**src/logic/hpc_pkg.sv**
```systemverilog
// host power and reset control: shared constants and types
// assumes a 20 MHz module clock and an APB register port
`default_nettype none
package hpc_pkg;
    // clock and timing base
    localparam int CLK_NS       = 50;         // mclk period
    localparam int TICK_NS      = 1000000;    // one millisecond time base
    localparam int TICK_CYC_DEF = TICK_NS / CLK_NS;
    localparam int ON_HOLD_MS   = 250;        // confirm hold before power on
    localparam int OFF_HOLD_MS  = 4000;       // cancel hold before hard off
    localparam int RST_HOLD_MS  = 4000;       // confirm hold before reset
    localparam int RST_PULSE_MS = 1000;       // reset drive width
    localparam int EXT_MAX_MS   = 5000;       // hard off extension limit
    // register offsets (byte addresses)
    localparam logic [7:0] CTRL_OFS   = 8'h00;
    localparam logic [7:0] PULSE_OFS  = 8'h04;
    localparam logic [7:0] STATUS_OFS = 8'h08;
    // control field positions
    localparam int ON_EN_BIT   = 0;
    localparam int OFF_EN_BIT  = 1;
    localparam int RST_EN_BIT  = 2;
    localparam int BLANK_EN_BIT = 3;
    localparam int PWR_POL_BIT = 4;
    localparam int RST_POL_BIT = 5;
    // status field positions
    localparam int ST_SENSE_BIT = 0;
    localparam int ST_OK_BIT    = 1;
    localparam int ST_CAN_BIT   = 2;
    localparam int ST_BLANK_BIT = 3;
    localparam int ST_STATE_LSB = 4;
    // reset values
    localparam logic [5:0]  CTRL_RST  = 6'h00;
    localparam logic [15:0] PULSE_RST = 16'h03e8;   // 1000 ms
    // control register fields
    typedef struct packed {
        logic rst_pol;    // 1: reset drives high
        logic pwr_pol;    // 1: power switch drives high
        logic blank_en;   // blank display while host is off
        logic rst_en;     // keypad host reset
        logic off_en;     // keypad hard power off
        logic on_en;      // keypad power on
    } hpc_ctrl_t;
    // sequencer states
    typedef enum logic [3:0] {
        ST_IDLE     = 4'h0,
        ST_HOLD_ON  = 4'h1,
        ST_HOLD_OFF = 4'h2,
        ST_HOLD_RST = 4'h3,
        ST_DRV_ON   = 4'h4,
        ST_DRV_OFF  = 4'h5,
        ST_DRV_EXT  = 4'h6,
        ST_DRV_RST  = 4'h7
    } hpc_state_t;
endpackage : hpc_pkg
`default_nettype wire

```
**src/logic/hpc_top.sv**
```systemverilog
// host power and reset control: keypad-driven host on, hard off and reset
// assumes keys and power sense arrive as raw pins; apb on mclk_i
//
// Summary of operation
// - power switch pin floats except while commanding host on or off, polarity set
// - reset pin floats except while resetting host, driven at selected polarity
// - host off, confirm held 0.25 s: drive power switch for pulse width
// - host on, cancel held 4 s: drive power switch at least pulse width
// - cancel still held after pulse extends drive, at most 5 s more
// - host on, confirm held 4 s: drive reset pin for 1 s
// - after keypad-started reset pulse, the device restarts itself
// - blanking enabled: display blanked while power sense reads low
// - blanking leaves fan power and backlight at their settings
// - watchdog expiry outside a power or reset drive drives reset pin for 1 s, with no self restart after it, unless a keypad reset starts in that cycle
//
// Implementation choices: the placing of the registers and the APB register port.
`timescale 1ns/1ps
`default_nettype none
module hpc_top #(
    parameter int TICK_CYC = hpc_pkg::TICK_CYC_DEF   // cycles per millisecond
) (
    input  wire logic        mclk_i,        // 20 MHz module clock
    input  wire logic        sys_rst_i,     // synchronous reset, active high
    input  wire logic        psel_i,        // apb select
    input  wire logic        penable_i,     // apb access phase
    input  wire logic        pwrite_i,      // apb write
    input  wire logic [7:0]  paddr_i,       // apb byte address
    input  wire logic [31:0] pwdata_i,      // apb write data
    output logic      [31:0] prdata_o,      // apb read data
    output logic             pready_o,      // apb ready
    output logic             pslverr_o,     // apb error, unmapped address
    input  wire logic        sense_i,       // host switched +5v pin
    input  wire logic        key_ok_i,      // confirm key pin, high pressed
    input  wire logic        key_cancel_i,  // cancel key pin, high pressed
    input  wire logic        wdog_expire_i, // watchdog expiry pulse
    output logic             pwr_sw_o,      // power switch drive level
    output logic             pwr_sw_oe_o,   // power switch drive enable
    output logic             rst_sw_o,      // host reset drive level
    output logic             rst_sw_oe_o,   // host reset drive enable
    output logic             blank_o,       // display blank request
    output logic             restart_o      // self restart pulse
);
    localparam int TW = $clog2(TICK_CYC + 1);

    // ------------------------------------------------------------
    // pin synchronisers
    // ------------------------------------------------------------
    logic [2:0] pin_raw;
    logic [2:0] sy1;
    logic [2:0] sy2;
    logic [2:0] sy3;
    logic [2:0] pin_s;
    logic [2:0] next_pin_s;
    logic       sense_s;
    logic       ok_s;
    logic       can_s;

    assign pin_raw = {key_cancel_i, key_ok_i, sense_i};

    // three stages; level accepted once stages two and three agree
    genvar g;
    generate
        for (g = 0; g < 3; g++) begin : g_sync
            always_comb begin
                next_pin_s[g] = (sy2[g] == sy3[g]) ? sy3[g] : pin_s[g];
            end
            always_ff @(posedge mclk_i) begin
                if (sys_rst_i) begin
                    sy1[g]   <= 1'b0;
                    sy2[g]   <= 1'b0;
                    sy3[g]   <= 1'b0;
                    pin_s[g] <= 1'b0;
                end else begin
                    sy1[g]   <= pin_raw[g];
                    sy2[g]   <= sy1[g];
                    sy3[g]   <= sy2[g];
                    pin_s[g] <= next_pin_s[g];
                end
            end
        end
    endgenerate

    assign sense_s = pin_s[0];
    assign ok_s    = pin_s[1];
    assign can_s   = pin_s[2];

    // ------------------------------------------------------------
    // apb register file
    // ------------------------------------------------------------
    hpc_pkg::hpc_ctrl_t ctrl;
    hpc_pkg::hpc_ctrl_t next_ctrl;
    logic [15:0]        pulse_ms;
    logic [15:0]        next_pulse_ms;
    logic [31:0]        next_prdata;
    logic               next_pready;
    logic               next_pslverr;
    logic               acc;
    logic               hit;
    hpc_pkg::hpc_state_t state;

    assign acc = psel_i && penable_i && !pready_o;
    assign hit = (paddr_i == hpc_pkg::CTRL_OFS) || (paddr_i == hpc_pkg::PULSE_OFS)
               || (paddr_i == hpc_pkg::STATUS_OFS);

    // decode; answer one cycle into the access phase
    always_comb begin
        next_ctrl     = ctrl;
        next_pulse_ms = pulse_ms;
        next_prdata   = prdata_o;
        next_pready   = acc;
        next_pslverr  = acc && !hit;
        if (acc) begin
            next_prdata = 32'h0;
            if (pwrite_i) begin
                if (paddr_i == hpc_pkg::CTRL_OFS) begin
                    next_ctrl = pwdata_i[5:0];
                end
                if (paddr_i == hpc_pkg::PULSE_OFS) begin
                    next_pulse_ms = pwdata_i[15:0];
                end
            end else begin
                case (paddr_i)
                    hpc_pkg::CTRL_OFS:   next_prdata[5:0] = ctrl;
                    hpc_pkg::PULSE_OFS:  next_prdata[15:0] = pulse_ms;
                    hpc_pkg::STATUS_OFS: begin
                        next_prdata[hpc_pkg::ST_SENSE_BIT] = sense_s;
                        next_prdata[hpc_pkg::ST_OK_BIT]    = ok_s;
                        next_prdata[hpc_pkg::ST_CAN_BIT]   = can_s;
                        next_prdata[hpc_pkg::ST_BLANK_BIT] = blank_o;
                        next_prdata[hpc_pkg::ST_STATE_LSB +: 4] = state;
                    end
                    default: next_prdata = 32'h0;
                endcase
            end
        end
    end

    always_ff @(posedge mclk_i) begin
        if (sys_rst_i) begin
            ctrl      <= hpc_pkg::CTRL_RST;
            pulse_ms  <= hpc_pkg::PULSE_RST;
            prdata_o  <= 32'h0;
            pready_o  <= 1'b0;
            pslverr_o <= 1'b0;
        end else begin
            ctrl      <= next_ctrl;
            pulse_ms  <= next_pulse_ms;
            prdata_o  <= next_prdata;
            pready_o  <= next_pready;
            pslverr_o <= next_pslverr;
        end
    end

    // ------------------------------------------------------------
    // sequencer
    // ------------------------------------------------------------
    hpc_pkg::hpc_state_t next_state;
    logic [TW-1:0]       tick_cnt;
    logic [TW-1:0]       next_tick_cnt;
    logic [15:0]         ms_cnt;
    logic [15:0]         next_ms_cnt;
    logic                tick;
    logic                wd_src;
    logic                next_wd_src;
    logic                next_pwr_sw;
    logic                next_pwr_oe;
    logic                next_rst_sw;
    logic                next_rst_oe;
    logic                next_blank;
    logic                next_restart;

    assign tick = (tick_cnt == TW'(TICK_CYC - 1));

    // reports a millisecond count reached at this tick
    function automatic logic ms_done(input logic [15:0] cnt, input int lim);
        ms_done = (cnt == 16'(lim - 1));
    endfunction

    // state, time base and pin drive; timers restart on each state change
    always_comb begin
        next_state   = state;
        next_wd_src  = wd_src;
        next_restart = 1'b0;
        case (state)
            hpc_pkg::ST_IDLE: begin
                if (ctrl.on_en && !sense_s && ok_s) begin
                    next_state = hpc_pkg::ST_HOLD_ON;
                end else if (ctrl.rst_en && sense_s && ok_s) begin
                    next_state = hpc_pkg::ST_HOLD_RST;
                end else if (ctrl.off_en && sense_s && can_s) begin
                    next_state = hpc_pkg::ST_HOLD_OFF;
                end
            end
            hpc_pkg::ST_HOLD_ON: begin
                if (!ok_s || sense_s) begin
                    next_state = hpc_pkg::ST_IDLE;
                end else if (tick && ms_done(ms_cnt, hpc_pkg::ON_HOLD_MS)) begin
                    next_state = hpc_pkg::ST_DRV_ON;
                end
            end
            hpc_pkg::ST_HOLD_OFF: begin
                if (!can_s || !sense_s) begin
                    next_state = hpc_pkg::ST_IDLE;
                end else if (tick && ms_done(ms_cnt, hpc_pkg::OFF_HOLD_MS)) begin
                    next_state = hpc_pkg::ST_DRV_OFF;
                end
            end
            hpc_pkg::ST_HOLD_RST: begin
                if (!ok_s || !sense_s) begin
                    next_state = hpc_pkg::ST_IDLE;
                end else if (tick && ms_done(ms_cnt, hpc_pkg::RST_HOLD_MS)) begin
                    next_state  = hpc_pkg::ST_DRV_RST;
                    next_wd_src = 1'b0;
                end
            end
            hpc_pkg::ST_DRV_ON: begin
                if (tick && ms_done(ms_cnt, int'(pulse_ms))) begin
                    next_state = hpc_pkg::ST_IDLE;
                end
            end
            hpc_pkg::ST_DRV_OFF: begin
                if (tick && ms_done(ms_cnt, int'(pulse_ms))) begin
                    next_state = can_s ? hpc_pkg::ST_DRV_EXT : hpc_pkg::ST_IDLE;
                end
            end
            hpc_pkg::ST_DRV_EXT: begin
                if (!can_s || (tick && ms_done(ms_cnt, hpc_pkg::EXT_MAX_MS))) begin
                    next_state = hpc_pkg::ST_IDLE;
                end
            end
            hpc_pkg::ST_DRV_RST: begin
                if (tick && ms_done(ms_cnt, hpc_pkg::RST_PULSE_MS)) begin
                    next_state   = hpc_pkg::ST_IDLE;
                    next_restart = !wd_src;
                end
            end
            default: next_state = hpc_pkg::ST_IDLE;
        endcase
        // watchdog takes the reset line unless a power or reset drive is under way or a keypad reset starts this cycle
        if (wdog_expire_i && (next_state != hpc_pkg::ST_DRV_RST)
            && (state < hpc_pkg::ST_DRV_ON)) begin
            next_state  = hpc_pkg::ST_DRV_RST;
            next_wd_src = 1'b1;
        end
        if (next_state != state) begin
            next_tick_cnt = '0;
            next_ms_cnt   = 16'h0;
        end else begin
            next_tick_cnt = tick ? '0 : tick_cnt + TW'(1);
            next_ms_cnt   = tick ? ms_cnt + 16'h1 : ms_cnt;
        end
        next_pwr_oe = (next_state == hpc_pkg::ST_DRV_ON) || (next_state == hpc_pkg::ST_DRV_OFF)
                    || (next_state == hpc_pkg::ST_DRV_EXT);
        next_pwr_sw = next_pwr_oe && ctrl.pwr_pol;
        next_rst_oe = (next_state == hpc_pkg::ST_DRV_RST);
        next_rst_sw = next_rst_oe && ctrl.rst_pol;
        // only the display is blanked; fan and backlight are untouched
        next_blank  = ctrl.blank_en && !sense_s;
    end

    always_ff @(posedge mclk_i) begin
        if (sys_rst_i) begin
            state       <= hpc_pkg::ST_IDLE;
            tick_cnt    <= '0;
            ms_cnt      <= 16'h0;
            wd_src      <= 1'b0;
            pwr_sw_o    <= 1'b0;
            pwr_sw_oe_o <= 1'b0;
            rst_sw_o    <= 1'b0;
            rst_sw_oe_o <= 1'b0;
            blank_o     <= 1'b0;
            restart_o   <= 1'b0;
        end else begin
            state       <= next_state;
            tick_cnt    <= next_tick_cnt;
            ms_cnt      <= next_ms_cnt;
            wd_src      <= next_wd_src;
            pwr_sw_o    <= next_pwr_sw;
            pwr_sw_oe_o <= next_pwr_oe;
            rst_sw_o    <= next_rst_sw;
            rst_sw_oe_o <= next_rst_oe;
            blank_o     <= next_blank;
            restart_o   <= next_restart;
        end
    end
endmodule : hpc_top
`default_nettype wire

```
**config.mk**
```make
export PLATFORM = sky130hd
export DESIGN_NAME = hpc_top
export DESIGN_NICKNAME = d
export VERILOG_FILES = /design/src/logic/hpc_pkg.sv /design/src/logic/hpc_top.sv
export SDC_FILE = /design/constraint.sdc
export NUM_CORES = 1
export LEC_CHECK = 0
export BUFFER_PORTS_ARGS = -buffer_cell sky130_fd_sc_hd__buf_4
export CORE_MARGIN = 2
export CORE_UTILIZATION = 50
export CTS_CLUSTER_DIAMETER = 200
export DETAILED_ROUTE_END_ITERATION = 10
export PLACE_DENSITY = 0.71
export RECOVER_POWER = 100
export SYNTH_ARGS = -nofsm -noshare
export SYNTH_HDL_FRONTEND = slang
export SYNTH_SLANG_ARGS = --single-unit
```
**constraint.sdc**
```tcl
create_clock -name mclk_i -period 7.4 [get_ports mclk_i]
set_clock_uncertainty 0.15 [all_clocks]
set_input_delay 0.37 -clock mclk_i [delete_from_list [all_inputs] [get_ports mclk_i]]
set_output_delay 0.37 -clock mclk_i [all_outputs]
set_load 0.02 [all_outputs]
```
==> impl_metrics.tcl <==
set metrics [dict create \
    status "finished with violations" \
    violations "max-capacitance violations, max-slew violations" \
    final_area_um2 5330 \
    finalCriticalPeriod_ns 4.87 \
    start_kind "register" \
    cp_cell_sequence "or4b_2 > nor4_1 > o21ai_0 > a2111o_1 > a2111oi_4 > o31ai_1 > o2111ai_4 > clkbuf_1 > nor3_1" \
    dp.final_hpwl_mm 7.89 \
    antenna_found_initial 0 \
    port_buffers 56 \
    place_area_um2 5300 \
    synth_seq_area_share 0.382 \
    core_area_um2 9680 \
    p_leak_uw 0.00186 \
    dr.first_iter.drc_count 283 \
    combPwrFrac 0.062 \
    synthCells 568 \
    reg2reg_slack_ns 2.53 \
    post-route-drc-count 0 \
    grt_pass1_vias 3778 \
    synth_warnings 0 \
    worst_pin_slew_ns 2.23 \
    netlist_area_um2 4930 \
    p_sw_uw 225 \
    area_growth_pct 8.07 \
    clock_path_buffers 2 \
    cp_max_fo 31 \
    io_pins 89 \
    initial_core_util 0.509 \
    r2r_end "tick_cnt[3]" \
    cpMaxStageDelayCell "clkbuf_1" \
    insertedDiodeCount 0 \
    required_ns 7.41 \
    die_w_um 103 \
    grt_pass1_wl_mm 18.1 \
    max_freq_mhz 205 \
    grt_usage 0.216 \
    crit_type "register to register" \
    synth_cell_types 71 \
    ys_ff_latch 94 \
    cts_max_level 3 \
    p_per_area_nw_per_um2 165 \
    grt_max_degree 54 \
    grt_setup_unrepaired "false" \
    fillers 941 \
    cts_resized 0 \
    finalWirelength_mm 11.0 \
    crit_arrival_ns 4.88 \
    internal_power_uw 652 \
    synth_enable_flop_cells 0 \
    end_kind "register" \
    final_nets 657 \
    slowest_delay_ns 1.40 \
    min_to "sy1[0]" \
    r2r-start "tick_cnt[6]" \
    drtPass1Iterations 5 \
    cap_viol_max_count 2 \
    cts_tree "done" \
    cts_made_buffers 9 \
    hold_start "sense_i" \
    p_seq_frac 0.588 \
    layout-drive-gt1-share 0.153 \
    fin_crit_sh 0.658 \
    final_hold_viol_count 0 \
    power_frac_clock 0.350 \
    overflow 0 \
    fin_tns_setup_ns 0 \
    clk_pin_slew_ns 0.09 \
    reg2reg_depth 9 \
    vias 4073 \
    die_area_um2 10700 \
    setup_viol 0 \
    ant_nets 0 \
    hold_class "input pin to register" \
    drv_slew 86 \
    wl_per_cell_um 14.9 \
    yosys_most_used_dff "dfxtp_1" \
    slew_headroom -0.486 \
    synthArstFlopShare 0 \
    clockRootBuffer "clkbuf_8" \
    cts_post_setup_buffers_inserted 0 \
    ir_drop_uv 124 \
    gp_routability_congestion 0.894 \
    die_h_um 103 \
    cts_hold_buf 0 \
    holdPathStages 2 \
    rows 36 \
    clock_sinks 94 \
    vias_per_cell 5.50 \
    switching_share 0.256 \
    worstSkewPairLatency_ns 0.37 \
    synth.avg_cell_area_um2 8.68 \
]
==> Yosys cell counts, drive strengths merged, types with 2 or more instances <==
cell type    instances  area share
o2111ai              2      0.0048
nor3                15       0.022
and2                 4      0.0051
nor2b               16       0.020
a41oi                3      0.0069
mux2i               12       0.024
a31oi                3      0.0038
or4b                 4      0.0081
nor4b                4      0.0071
o22a                 2      0.0038
clkbuf              25       0.021
o21bai               4      0.0061
o211ai               4      0.0061
nand2               69       0.053
ha                   4       0.010
xor2                25       0.044
nor3b                5      0.0086
a211oi               2      0.0030
a21oi               23       0.023
nand2b               4      0.0051
nand3               21       0.021
a2111oi              3      0.0091
xnor2               22       0.039
o21ai               13       0.013
o2bb2ai              2      0.0036
buf                 23       0.040
o31ai                3      0.0046
dlygate4sd1          2      0.0036
and4                 3      0.0053
or2                  3      0.0038
nor2                64       0.060
nor4                11       0.018
or4                  5       0.010
a22oi               15       0.023
inv                  8      0.0061
a32oi                2      0.0036
nand4b               2      0.0036
nand4                9       0.011
a2111o               2      0.0046
nand3b               3      0.0046
and3                13       0.017
dfxtp               94        0.38
==> layout by cell type (no fill, tap or decap), types with 3 or more instances in the layout <==
| cell type | netlist | routed |
|---|---|---|
| a21oi_1 | 23 | 23 |
| nand4_1 | 9 | 9 |
| a22oi_1 | 15 | 15 |
| nor3b_1 | 4 | 5 |
| a31oi_1 | 3 | 3 |
| or4b_2 | 4 | 4 |
| mux2i_1 | 12 | 12 |
| or4_4 | 3 | 3 |
| inv_1 | 8 | 8 |
| xor2_1 | 25 | 25 |
| nand2b_1 | 4 | 4 |
| o31ai_1 | 3 | 3 |
| conb_1 | 1 | 17 |
| nor4_1 | 9 | 9 |
| and4_1 | 3 | 3 |
| nor2_2 | 22 | 22 |
| nor3_1 | 8 | 13 |
| and3_1 | 11 | 11 |
| nor2b_1 | 16 | 16 |
| dfxtp_1 | 94 | 94 |
| nand3_1 | 21 | 21 |
| o21ai_0 | 13 | 13 |
| nand3b_1 | 3 | 3 |
| o21bai_1 | 4 | 4 |
| clkbuf_8 | 1 | 9 |
| a41oi_1 | 2 | 3 |
| or2_2 | 3 | 3 |
| xnor2_1 | 22 | 22 |
| nor4b_1 | 4 | 4 |
| ha_1 | 4 | 4 |
| buf_4 | 17 | 32 |
| o211ai_1 | 4 | 4 |
| nand2_1 | 69 | 69 |
| clkbuf_1 | 24 | 28 |
| nor2_1 | 42 | 42 |
==> critical path, delay by kind of cell, from the launching register on <==
kind | cells | cell delay (ns)
flip-flops | 1 | 0.35
AO/OA/AOI/OAI | 5 | 1.34
buffers and inverters | 1 | 1.40
AND/OR/NAND/NOR | 3 | 1.42
==> per-stage QoR <==
stage	hold slack (ns)	setup WS, ns	instances	power, uW	utilization
CTS	0.0446	3.43	741	889	0.565
detailed placement	0.271	3.43	726	584	0.548
global placement	0.267	3.46	726	584	0.548
finish	0.0565	2.53	741	877	0.550
floorplan	0.248	4.23	584	570	-
global route	0.0462	2.05	741	909	0.550
==> how the worst max path moves through the flow <==
stage,from,slack [ns],endpoint,depth (start not counted)
global route,tick_cnt[5],2.05,tick_cnt[10],9
finish,tick_cnt[6],2.53,tick_cnt[3],9
global placement,tick_cnt[5],3.46,ms_cnt[1],9
floorplan,pulse_ms[0],4.23,tick_cnt[1],10
detailed placement,tick_cnt[5],3.43,ms_cnt[1],9
CTS,tick_cnt[5],3.43,ms_cnt[1],8
==> metal layers <==
layer	track usage	wire, um
met3	0.0430	473
met1	0.291	5210
met5	0	0
met4	0.0688	141
met2	0.351	5180
==> registers in the layout, indices dropped and copies added (netlist names) <==
name         flops
can_s            1
ok_s             1
rst_sw_oe_o      1
state            4
pwr_sw_o         1
blank_o          1
pulse_ms        16
prdata_o        16
wd_src           1
pslverr_o        1
restart_o        1
tick_cnt        15
pready_o         1
sense_s          1
ms_cnt          16
sy1              3
rst_sw_o         1
sy3              3
pwr_sw_oe_o      1
ctrl             6
sy2              3
==> power groups by stage <==
| stage | sequential (uW) | clock, uW | combinational [uW] |
|---|---|---|---|
| after floorplan | 526 | 0 | 44.8 |
| after global placement | 527 | 0 | 56.1 |
| after detailed placement | 528 | 0 | 56.7 |
| after CTS | 516 | 317 | 56.9 |
| after global routing | 517 | 332 | 59.9 |
| final | 516 | 307 | 54.3 |
==> logic make-up after synthesis <==
group | count (synthesis) | share of synthesized area
muxes | 13 | 0.0266
AOI/OAI and AO/OA | 92 | 0.136
other | 1 | 0.000760
xor gates and xnor gates | 47 | 0.0835
adders and majority gates | 4 | 0.0102
DFF | 94 | 0.382
buffers and inverters | 58 | 0.0703
and+or+nand+nor | 259 | 0.292
==> layout make-up <==
type	instances	area (um^2)	area share
clock inverters	5	36.3	0.00681
inverters	8	30.0	0.00564
flip-flops and latches	94	1880	0.353
multi-input cells	432	2750	0.515
clock buffers	10	128	0.0239
repair buffers	59	342	0.0641
well taps	133	166	0.0312
Power figures use the tool's default switching activity.
